[src/verilog/dmem_pkg.sv]
// constants and types shared by the data memory decoder
package dmem_pkg;
  // ----------------------------------------------------------------
  // address map
  // ----------------------------------------------------------------
  localparam logic [7:0] BANK_TOP = 8'h1F;
  localparam logic [3:0] BIT_AREA_HI = 4'h2;
  localparam logic [7:0] SFR_BASE = 8'h80;
  localparam logic [7:0] STACK_POINTER_ADDR = 8'h81;
  localparam logic [7:0] PROGRAM_STATUS_WORD_ADDR = 8'hD0;
  // ----------------------------------------------------------------
  // reset values and fields
  // ----------------------------------------------------------------
  localparam logic [7:0] STACK_POINTER_RESET = 8'h07;
  localparam logic [7:0] PROGRAM_STATUS_WORD_RESET = 8'h00;
  localparam int BANK_SELECT_LOW_POS = 3;
  localparam int BANK_SELECT_HIGH_POS = 4;
  // ----------------------------------------------------------------
  // access kinds from the instruction decoder
  // ----------------------------------------------------------------
  typedef enum logic [2:0] {
    KIND_DIRECT = 3'b000,
    KIND_INDIRECT = 3'b001,
    KIND_BIT = 3'b010,
    KIND_REG = 3'b011,
    KIND_PUSH = 3'b100,
    KIND_POP = 3'b101,
    KIND_ONCHIP_EXTERNAL_RAM = 3'b110,
    KIND_NONE = 3'b111
  } acc_kind_t;
endpackage

[src/verilog/data_memory_sfr_decoder.sv]
// data memory, stack and special function register decoder
`timescale 1ns/1ps
module data_memory_sfr_decoder
  import dmem_pkg::*;
(
  input wire logic clk,
  input wire logic resetn,
  input wire logic acc_valid,
  input wire acc_kind_t acc_kind,
  input wire logic acc_write,
  input wire logic [7:0] acc_addr,
  input wire logic [15:0] acc_xaddr,
  input wire logic [7:0] acc_wdata,
  input wire logic acc_wbit,
  input wire logic program_store_write_enable,
  input wire logic program_store_erase_enable,
  input wire logic [7:0] sfr_rdata,
  output logic sfr_valid,
  output logic sfr_write,
  output logic [7:0] sfr_addr,
  output logic [7:0] sfr_wdata,
  output logic [7:0] rd_data_ff,
  output logic rd_bit_ff,
  output logic rd_valid_ff,
  output logic [7:0] ram_addr_ff,
  output logic [7:0] stack_pointer_ff,
  output logic [7:0] program_status_word_ff,
  output logic flash_wr_valid_ff,
  output logic flash_erase_ff,
  output logic [15:0] flash_addr_ff,
  output logic [7:0] flash_wdata_ff
);
  // ----------------------------------------------------------------
  // helpers
  // ----------------------------------------------------------------
  function automatic logic [7:0] bank_reg_addr(input logic [7:0] program_status_word, input logic [2:0] idx);
    bank_reg_addr = {3'b000, program_status_word[BANK_SELECT_HIGH_POS], program_status_word[BANK_SELECT_LOW_POS], idx};
  endfunction

  function automatic logic [7:0] put_bit(input logic [7:0] b, input logic [2:0] pos, input logic v);
    logic [7:0] r;
    r = b;
    r[pos] = v;
    put_bit = r;
  endfunction

  // ----------------------------------------------------------------
  // storage; ram keeps its contents through reset
  // ----------------------------------------------------------------
  logic [7:0] ram_mem [0:255];
  logic [7:0] onchip_external_ram_mem [0:255];
  logic [7:0] nxt_sp, nxt_psw, nxt_rd_data, nxt_ram_addr;
  logic nxt_rd_bit, nxt_rd_valid;
  logic nxt_flash_valid, nxt_flash_erase;
  logic [15:0] nxt_flash_addr;
  logic [7:0] nxt_flash_wdata;
  logic ram_we, onchip_external_ram_we;
  logic [7:0] ram_wd, tgt, cur, wval;
  logic in_sfr, bit_mode;
  logic [2:0] bit_pos;

  // ----------------------------------------------------------------
  // address decode and next state
  // ----------------------------------------------------------------
  always_comb begin
    tgt = 8'h00;
    in_sfr = 1'b0;
    bit_mode = 1'b0;
    bit_pos = 3'h0;
    nxt_sp = stack_pointer_ff;
    case (acc_kind)
      KIND_DIRECT: begin
        tgt = acc_addr;
        in_sfr = acc_addr[7];
      end
      KIND_INDIRECT: begin
        tgt = ram_mem[bank_reg_addr(program_status_word_ff, {2'b00, acc_addr[0]})];
        in_sfr = 1'b0;
      end
      KIND_BIT: begin
        // bit mode comes from the kind alone, whatever the address
        bit_mode = 1'b1;
        bit_pos = acc_addr[2:0];
        if (acc_addr[7]) begin
          tgt = {acc_addr[7:3], 3'b000};
          in_sfr = 1'b1;
        end else begin
          tgt = {BIT_AREA_HI, acc_addr[6:3]};
        end
      end
      KIND_REG: tgt = bank_reg_addr(program_status_word_ff, acc_addr[2:0]);
      KIND_PUSH: begin
        tgt = stack_pointer_ff + 8'h01;
        if (acc_valid) nxt_sp = stack_pointer_ff + 8'h01;
      end
      KIND_POP: begin
        tgt = stack_pointer_ff;
        if (acc_valid) nxt_sp = stack_pointer_ff - 8'h01;
      end
      default: tgt = 8'h00;
    endcase
    // unoccupied register addresses read whatever the outside returns
    if (!in_sfr) begin
      cur = ram_mem[tgt];
    end else if (tgt == STACK_POINTER_ADDR) begin
      cur = stack_pointer_ff;
    end else if (tgt == PROGRAM_STATUS_WORD_ADDR) begin
      cur = program_status_word_ff;
    end else begin
      cur = sfr_rdata;
    end
    wval = bit_mode ? put_bit(cur, bit_pos, acc_wbit) : acc_wdata;
    if (acc_kind == KIND_POP) wval = acc_wdata;
    nxt_psw = program_status_word_ff;
    ram_we = 1'b0;
    ram_wd = wval;
    sfr_valid = 1'b0;
    sfr_write = 1'b0;
    sfr_addr = tgt;
    sfr_wdata = wval;
    onchip_external_ram_we = 1'b0;
    nxt_flash_valid = 1'b0;
    nxt_flash_erase = 1'b0;
    nxt_flash_addr = flash_addr_ff;
    nxt_flash_wdata = flash_wdata_ff;
    nxt_rd_valid = acc_valid && acc_kind != KIND_NONE;
    nxt_rd_data = rd_data_ff;
    nxt_rd_bit = rd_bit_ff;
    nxt_ram_addr = ram_addr_ff;
    if (acc_valid && acc_kind == KIND_ONCHIP_EXTERNAL_RAM) begin
      nxt_rd_data = onchip_external_ram_mem[acc_xaddr[7:0]];
      if (acc_write && program_store_write_enable) begin
        nxt_flash_valid = 1'b1;
        nxt_flash_erase = program_store_erase_enable;
        nxt_flash_addr = acc_xaddr;
        nxt_flash_wdata = acc_wdata;
      end else if (acc_write) begin
        onchip_external_ram_we = 1'b1;
      end
    end else if (acc_valid && acc_kind != KIND_NONE) begin
      nxt_rd_data = cur;
      nxt_rd_bit = cur[bit_pos];
      nxt_ram_addr = tgt;
      if (in_sfr && tgt != STACK_POINTER_ADDR && tgt != PROGRAM_STATUS_WORD_ADDR) begin
        sfr_valid = 1'b1;
        sfr_write = acc_write;
      end
      // a pop only reads, whatever the write qualifier says
      if ((acc_write && acc_kind != KIND_POP) || acc_kind == KIND_PUSH) begin
        if (!in_sfr) begin
          ram_we = 1'b1;
        end else if (tgt == STACK_POINTER_ADDR) begin
          nxt_sp = wval;
        end else if (tgt == PROGRAM_STATUS_WORD_ADDR) begin
          nxt_psw = wval;
        end
      end
      if (acc_kind == KIND_PUSH) ram_wd = acc_wdata;
    end
  end

  // ----------------------------------------------------------------
  // registers
  // ----------------------------------------------------------------
  always_ff @(posedge clk or negedge resetn) begin
    if (!resetn) begin
      stack_pointer_ff <= STACK_POINTER_RESET;
      program_status_word_ff <= PROGRAM_STATUS_WORD_RESET;
      rd_data_ff <= 8'h00;
      rd_bit_ff <= 1'b0;
      rd_valid_ff <= 1'b0;
      ram_addr_ff <= 8'h00;
      flash_wr_valid_ff <= 1'b0;
      flash_erase_ff <= 1'b0;
      flash_addr_ff <= 16'h0000;
      flash_wdata_ff <= 8'h00;
    end else begin
      stack_pointer_ff <= nxt_sp;
      program_status_word_ff <= nxt_psw;
      rd_data_ff <= nxt_rd_data;
      rd_bit_ff <= nxt_rd_bit;
      rd_valid_ff <= nxt_rd_valid;
      ram_addr_ff <= nxt_ram_addr;
      flash_wr_valid_ff <= nxt_flash_valid;
      flash_erase_ff <= nxt_flash_erase;
      flash_addr_ff <= nxt_flash_addr;
      flash_wdata_ff <= nxt_flash_wdata;
    end
  end

  // no reset on the arrays: their contents survive a reset
  always_ff @(posedge clk) begin
    if (ram_we) ram_mem[tgt] <= ram_wd;
    if (onchip_external_ram_we) onchip_external_ram_mem[acc_xaddr[7:0]] <= acc_wdata;
  end
endmodule // data_memory_sfr_decoder

[config.mk]
export PLATFORM = sky130hd
export DESIGN_NAME = data_memory_sfr_decoder
export DESIGN_NICKNAME = d
export VERILOG_FILES = /design/src/verilog/dmem_pkg.sv /design/src/verilog/data_memory_sfr_decoder.sv
export SDC_FILE = /design/constraint.sdc
export NUM_CORES = 2
export LEC_CHECK = 0
export BUFFER_PORTS_ARGS = -buffer_cell sky130_fd_sc_hd__buf_2
export CORE_MARGIN = 4
export CORE_UTILIZATION = 30
export DETAILED_ROUTE_END_ITERATION = 8
export PLACE_DENSITY = 0.5
export SLEW_MARGIN = 20
export SYNTH_ARGS = -nofsm -noshare
export SYNTH_HDL_FRONTEND = slang
export SYNTH_SLANG_ARGS = --single-unit
[constraint.sdc]
create_clock -name clk -period 19.8 [get_ports clk]
set_clock_uncertainty 0.2 [all_clocks]
set_input_delay 0 -clock clk [delete_from_list [all_inputs] [get_ports clk]]
set_output_delay 0 -clock clk [all_outputs]
set_load 0.01 [all_outputs]
# ---- Yosys cells after proc, flatten, opt, wreduce, memory -nomap -nowiden
# Memories as Yosys holds them, arrays and structs flattened.
# Cells that the tools add are included.
dict set report classes {
  addsub 2
  n_lt_le_gt_ge 2
  eq_ne 12
  muxes 50
  bitwise_logic 2
  n_reduce_logical 13
}
# operator n
set op_table {}
lappend op_table {{8-bit 2-to-1 mux} 18}
lappend op_table {{8-bit case mux with 6 select lines} 1}
lappend op_table {{1-bit 2-to-1 mux} 25}
lappend op_table {{8-bit equality test, second input constant} 2}
lappend op_table {{8-bit != test, second input constant} 2}
lappend op_table {{8-bit case mux with 2 select lines} 1}
lappend op_table {{3-bit equality test, second input constant} 3}
lappend op_table {{8-bit by 1-bit adder with 8-bit output, second input constant} 1}
lappend op_table {{8-bit bitwise mux} 1}
lappend op_table {{8-bit by 1-bit subtractor with 8-bit output, second input constant} 1}
lappend op_table {{1-bit logical AND} 7}
lappend op_table {{3-bit by 2-bit equality test with 1-bit output, second input constant} 2}
lappend op_table {{3-bit != test, second input constant} 2}
lappend op_table {{6-bit AND reduction} 1}
lappend op_table {{3-bit by 4-bit less-than comparator with 1-bit output, second input constant} 1}
lappend op_table {{2-bit AND reduction} 2}
lappend op_table {{1-bit binary-select mux with 3-bit select} 1}
lappend op_table {{1-bit demux with 3-bit select} 1}
lappend op_table {{3-bit by 1-bit equality test with 1-bit output, second input constant} 1}
lappend op_table {{3-bit by 1-bit >= comparator with 1-bit output, second input constant} 1}
lappend op_table {{3-bit zero test} 1}
lappend op_table {{3-bit 2-to-1 mux} 1}
lappend op_table {{1-bit inverter} 2}
lappend op_table {{1-bit case mux with 2 select lines} 1}
lappend op_table {{other kinds (2)} 2}
dict set report word_totals {
  regBits 60
  ram_bits 4096
  input_bits 50
  out_inout_bits 78
  wordCells 93
  mem_count 2
}
# name words word_bits rd rd_ports_with_merged_regs wr line_no
set mem_list {}
lappend mem_list {onchip_external_ram_mem 256 8 1 0 1 data_memory_sfr_decoder.sv:51} ;# logic [7:0] onchip_external_ram_mem [0:255];
lappend mem_list {ram_mem 256 8 2 0 1 data_memory_sfr_decoder.sv:50} ;# logic [7:0] ram_mem [0:255];

# ---- Logic depth before layout (Yosys ltp)
dict set report depth {
  depth_word 14
  depth_mapped 21
}

# ---- Worst setup path before layout
# No wires, ideal clock.
dict set report synth_timing {
  path_type {register -> register}
  from {register stack_pointer_ff[0]}
  to {memory ram_mem[0][0], data pin}
  setup_time_ns 2.187
  arrival_ns 13.325
  t_required_ns 17.413
  setup_slack_ns 4.087
  path_stages_with_launch 19
  cell_sequence {dfstp_2 > buf_2 > inv_1 > ha_1 > mux2i_1 > o21ai_0 > a21o_1 > nor2_1 > buf_2 > clkbuf_1 > buf_1 > a21oi_1 > a22oi_1 > a32oi_1 > o2111ai_1 > o211ai_1 > o211ai_1 > mux2i_1 > o21ai_0}
}
dict set report synth_via {
  elab_chain_cells 12
}
# element line_no
set synth_lines {}
lappend synth_lines {{start: declaration} data_memory_sfr_decoder.sv:26} ;# output logic [7:0] stack_pointer_ff,
lappend synth_lines {{start signal: assignment} data_memory_sfr_decoder.sv:178} ;# stack_pointer_ff <= nxt_sp;
lappend synth_lines {{branches (longest 5 deep; another with 8-bit by 1-bit adder with 8-bit output)} --}
lappend synth_lines {{8-bit 2-to-1 mux (*)} data_memory_sfr_decoder.sv:103} ;# if (!in_sfr) begin
lappend synth_lines {{8-bit bitwise mux (*)} data_memory_sfr_decoder.sv:43} ;# r[pos] = v;
lappend synth_lines {{8-bit 2-to-1 mux (*)} data_memory_sfr_decoder.sv:112} ;# wval = bit_mode ? put_bit(cur, bit_pos, acc_wbit) : acc_wdata;
lappend synth_lines {{8-bit 2-to-1 mux (*)} data_memory_sfr_decoder.sv:113} ;# if (acc_kind == KIND_POP) wval = acc_wdata;
lappend synth_lines {{8-bit 2-to-1 mux} data_memory_sfr_decoder.sv:158} ;# if (acc_kind == KIND_PUSH) ram_wd = acc_wdata;
lappend synth_lines {{8-bit 2-to-1 mux} data_memory_sfr_decoder.sv:140} ;# end else if (acc_valid && acc_kind != KIND_NONE) begin
lappend synth_lines {{8-bit 2-to-1 mux (*)} data_memory_sfr_decoder.sv:130} ;# if (acc_valid && acc_kind == KIND_ONCHIP_EXTERNAL_RAM) begin
lappend synth_lines {{net ram_wd[0]} data_memory_sfr_decoder.sv:58} ;# logic [7:0] ram_wd, tgt, cur, wval;
lappend synth_lines {{end: declaration} data_memory_sfr_decoder.sv:50}
# Mark *: on every way through the listed nets, which the timed path passes.

# ---- Worst setup path in the final report
dict set report layout_timing {
  from {register program_status_word_ff[4]}
  to {memory ram_mem[103][3], data pin}
}
dict set report layout_via {
  elab_chain_cells 12
}
# element line_no
set layout_lines {}
lappend layout_lines {{start: declaration} data_memory_sfr_decoder.sv:27} ;# output logic [7:0] program_status_word_ff,
lappend layout_lines {{start signal: assignment} data_memory_sfr_decoder.sv:179} ;# program_status_word_ff <= nxt_psw;
lappend layout_lines {{memory 256 x 8 bit} --}
lappend layout_lines {{8-bit case mux with 6 select lines (*)} data_memory_sfr_decoder.sv:71} ;# case (acc_kind)
lappend layout_lines {{branches (longest 3 deep; another with memory 256 x 8 bit)} --}
lappend layout_lines {{8-bit 2-to-1 mux (*)} data_memory_sfr_decoder.sv:103}
lappend layout_lines {{8-bit bitwise mux (*)} data_memory_sfr_decoder.sv:43}
lappend layout_lines {{8-bit 2-to-1 mux (*)} data_memory_sfr_decoder.sv:112}
lappend layout_lines {{8-bit 2-to-1 mux (*)} data_memory_sfr_decoder.sv:113}
lappend layout_lines {{8-bit 2-to-1 mux} data_memory_sfr_decoder.sv:158}
lappend layout_lines {{8-bit 2-to-1 mux} data_memory_sfr_decoder.sv:140}
lappend layout_lines {{8-bit 2-to-1 mux (*)} data_memory_sfr_decoder.sv:130}
lappend layout_lines {{net ram_wd[3]} data_memory_sfr_decoder.sv:58}
# Marks and branches as above.

==> run_results.csv <==
group,metric,value,unit
worst_hold_path,hp-class,"input pin to flip-flop",
worst_setup_path,critPathLaunchType,"flip-flop",
drt,wl_per_cell,28.5,um
power,irDropWorstVdd,77.6,uV
place,hpwl,296,mm
clocking,cts.path.max_buffers,4,
clocking,clk_pin_slew_worst_paths,0.06,ns
floorplan,fp-row-count,271,
yosys,synthArstFlopShare,1.44,%
global_routing,antenna_found_initial,23,
yosys,synth_cell_types,86,
floorplan,die_y,749,um
worst_setup_path,required,20.21,ns
timing,tns,0,ns
worst_setup_path,critical_path_class,"flip-flop to flip-flop",
finish,final_nets,10104,
place,gp_congestion,0.839,
timing,fmax,94.3,MHz
worst_setup_path,crit_family,"buffers and inverters",
timing,period_share,53.6,%
yosys,synth_edf_count,4096,
outcome,status,"finished clean",
clocking,clk_latency,1.02,ns
finish,drive_gt1_share,17.3,%
global_routing,grt_max_degree,193,
drt,vias,92971,
worst_setup_path,slowest_delay,0.87,ns
yosys,syn_area_per_cell,16.7,sq um
drt,drt_iter0_markers,11514,
drt,routed_via_density,5.27,
clocking,cts_resized,0,
worst_setup_path,cpMostUsedCell,"buf_4",
drt,postRouteAntennaNets,0,
yosys,synth_top_area_share,74.7,%
yosys,ys_seq_area_share,75.6,%
timing,hold_ws,0.0180,ns
clocking,cts-buffers-inserted,414,
worst_setup_path,critPathBufInv,8,
yosys,yosysMostFrequentCell,"edfxtp_1",
global_routing,grt_overflow,0,
drt,drt_wl_total,503,mm
yosys,synth_common_cells,"edfxtp_1 (4096), nand2_1 (1668), nand3_1 (720)",
clocking,cts_tree,"yes",
yosys,syn-cell-area,0.165,sq mm
floorplan,die_area,0.561,sq mm
timing,finalSetupViolCount,0,
clocking,cts-root-buf,"clkbuf_16",
floorplan,start_util,30.2,%
worst_setup_path,critical_path_arrival,11.01,ns
power,power_density,107,mW/mm^2
place,numPortBuffers,127,
clocking,cts.sink_count,4156,
yosys,ys_seq_elements,4156,
global_routing,grt_pass1_vias,92082,
floorplan,core,0.546,sq mm
finish,area_growth,14.6,%
worst_setup_path,endpoint_kind,"flip-flop",
yosys,synth_nets,9888,
yosys,synth_area_leaders,"edfxtp_1 (75%), mux4_2 (9.0%), nand2_1 (3.8%)",
yosys,ys_warn_count,0,
worst_setup_path,crit_path_top_delay_cell,"buf_4",
global_routing,grtUsageTotal,17.4,%
timing,tightest_slew,1.25,ns
clocking,h-tree-depth,5,
timing,hold_viol,0,
drt,firstDrtPassIters,7,
run,maxCapViolCount,0,
global_routing,grt_pass1_wl,712,mm
timing,rsz0062_at_grt,"false",
yosys,synth_top_area_cell,"edfxtp_1",
worst_setup_path,critical_path.max_fanout,110,
yosys,synthCells,9836,
timing,slew_violations,0,
yosys,synth_ff_type,"edfxtp_1",
worst_setup_path,cp_cell_sequence,"mux4_2 -> mux2_2 -> buf_4 -> a211oi_4 -> buf_12 -> buf_4 -> buf_4 -> nand2_1 -> a21oi_1 -> o21ai_0 -> a41oi_1 -> o41ai_2 -> buf_4 -> a31oi_1 -> o21ai_1 -> a31oi_4 -> buf_4 -> buf_4 -> buf_4",
power,p_leak,59.4,nW
power,p_total,20.2,mW
timing,relSlewSlack,16.1,%
drt,drc,0,
timing,min_period,10.60,ns
floorplan,io_pins,128,
floorplan,die_w,749,um
## flip-flops by register name, indices dropped and copies added (netlist names)
signal and cells:
flash_addr_ff 16, flash_erase_ff 1, flash_wdata_ff 8, flash_wr_valid_ff 1
onchip_external_ram_mem 2048, program_status_word_ff 8, ram_addr_ff 8, ram_mem 2048
rd_bit_ff 1, rd_data_ff 8, rd_valid_ff 1, stack_pointer_ff 8
## cell usage in the layout, fill, tap and decap left out, drive strengths merged, types with 15 or more instances in the layout
cell type	Yosys	routed
a2111oi	79	79
a211oi	32	32
a21oi	125	125
a221oi	36	36
a22oi	46	46
a311oi	38	38
a31o	17	17
a31oi	126	126
a32oi	46	46
a41oi	28	28
and3	57	57
buf	332	355
bufinv	0	40
clkbuf	330	515
clkinv	2	189
clkinvlp	0	15
dfrtp	57	57
dlygate4sd3	0	99
edfxtp	4096	4096
inv	57	70
mux2	47	47
mux2i	173	173
mux4	659	659
nand2	1668	1668
nand3	721	721
nand4	42	42
nor2	606	606
nor2b	19	19
nor3	18	18
nor4	24	24
o2111ai	16	16
o21ai	75	75
o221a	22	22
o221ai	44	44
o22ai	28	28
## kinds of logic (layout without fill, tap and decap cells)
family,after synthesis,after routing,share of synthesized area (%)
muxes,879,879,10.4
and+or+nand+nor,3213,3213,8.24
DFF,4156,4156,75.6
AOI/OAI and AO/OA,851,851,3.83
adders and majority gates,2,2,0.0152
xor gates and xnor gates,14,14,0.0745
other,0,5,0
buffers and inverters,721,1283,1.85
## worst min-delay path, cell delays in order
cell	delay, ns
dlygate4sd3_1	0.54
clkbuf_8	0.21
buf_12	0.20
## path summary, 6_finish.rpt
kind | cells past startpoint | from | to | slack, ns
max in group asynchronous | 6 | resetn | flash_addr_ff[0]$_DFFE_PN0P_ | 18.06
min in group asynchronous | 5 | resetn | program_status_word_ff[2]$_DFFE_PN0P_ | 0.36
setup / recovery | 19 | program_status_word_ff[4]$_DFFE_PN0P_ | ram_mem[103][3]$_DFFE_PP_ | 9.20
setup reg to reg | 19 | program_status_word_ff[4]$_DFFE_PN0P_ | ram_mem[103][3]$_DFFE_PP_ | 9.20
hold / removal | 3 | acc_wdata[3] | onchip_external_ram_mem[169][3]$_DFFE_PP_ | 0.02
hold reg to reg | 2 | rd_data_ff[0]$_DFFE_PN0P_ | rd_data_ff[0]$_DFFE_PN0P_ | 0.29
## what timing repair did
| action | CTS | global route |
|---|---|---|
| buffers inserted | 0 | 0 |
| endpoints found under the hold margin | 1462 | 0 |
| hold buffers | 108 | 0 |
## per-stage QoR
stage	std cells	setup slack, ns	area, sq um	utilization, %
finish	17637	9.20	189000	34.6
global route	17632	8.99	189000	34.6
CTS	17630	9.20	189000	34.6
detailed placement	16760	9.30	174000	31.9
global placement	16757	9.39	174000	31.9
floorplan	9836	4.09	165000	-
## per-layer routing
metal,global-route usage (%),up-vias,share of wire [%]
met4,5.50,6,3.4
met5,0,-,0.0056
met2,28.6,4006,48
li1,-,39059,-
met1,23.9,49089,41
met3,2.59,811,7.2
## power by group
group          total (mW)  internal [mW]  switching [mW]
Clock                7.86           4.42            3.43
Sequential           9.82           9.78          0.0348
Combinational        2.57          0.685            1.88
## area by class of cell
type / instances / area [sq um]
diodes: 5 / 12.5
fillers: 51328 / 357000
repair buffers: 462 / 3900
clock inverters: 255 / 2570
well taps: 7234 / 9050
inverters: 59 / 241
flip-flops and latches: 4156 / 125000
multi-input cells: 4959 / 37600
clock buffers: 507 / 10800
Power figures use the tool's default switching activity.
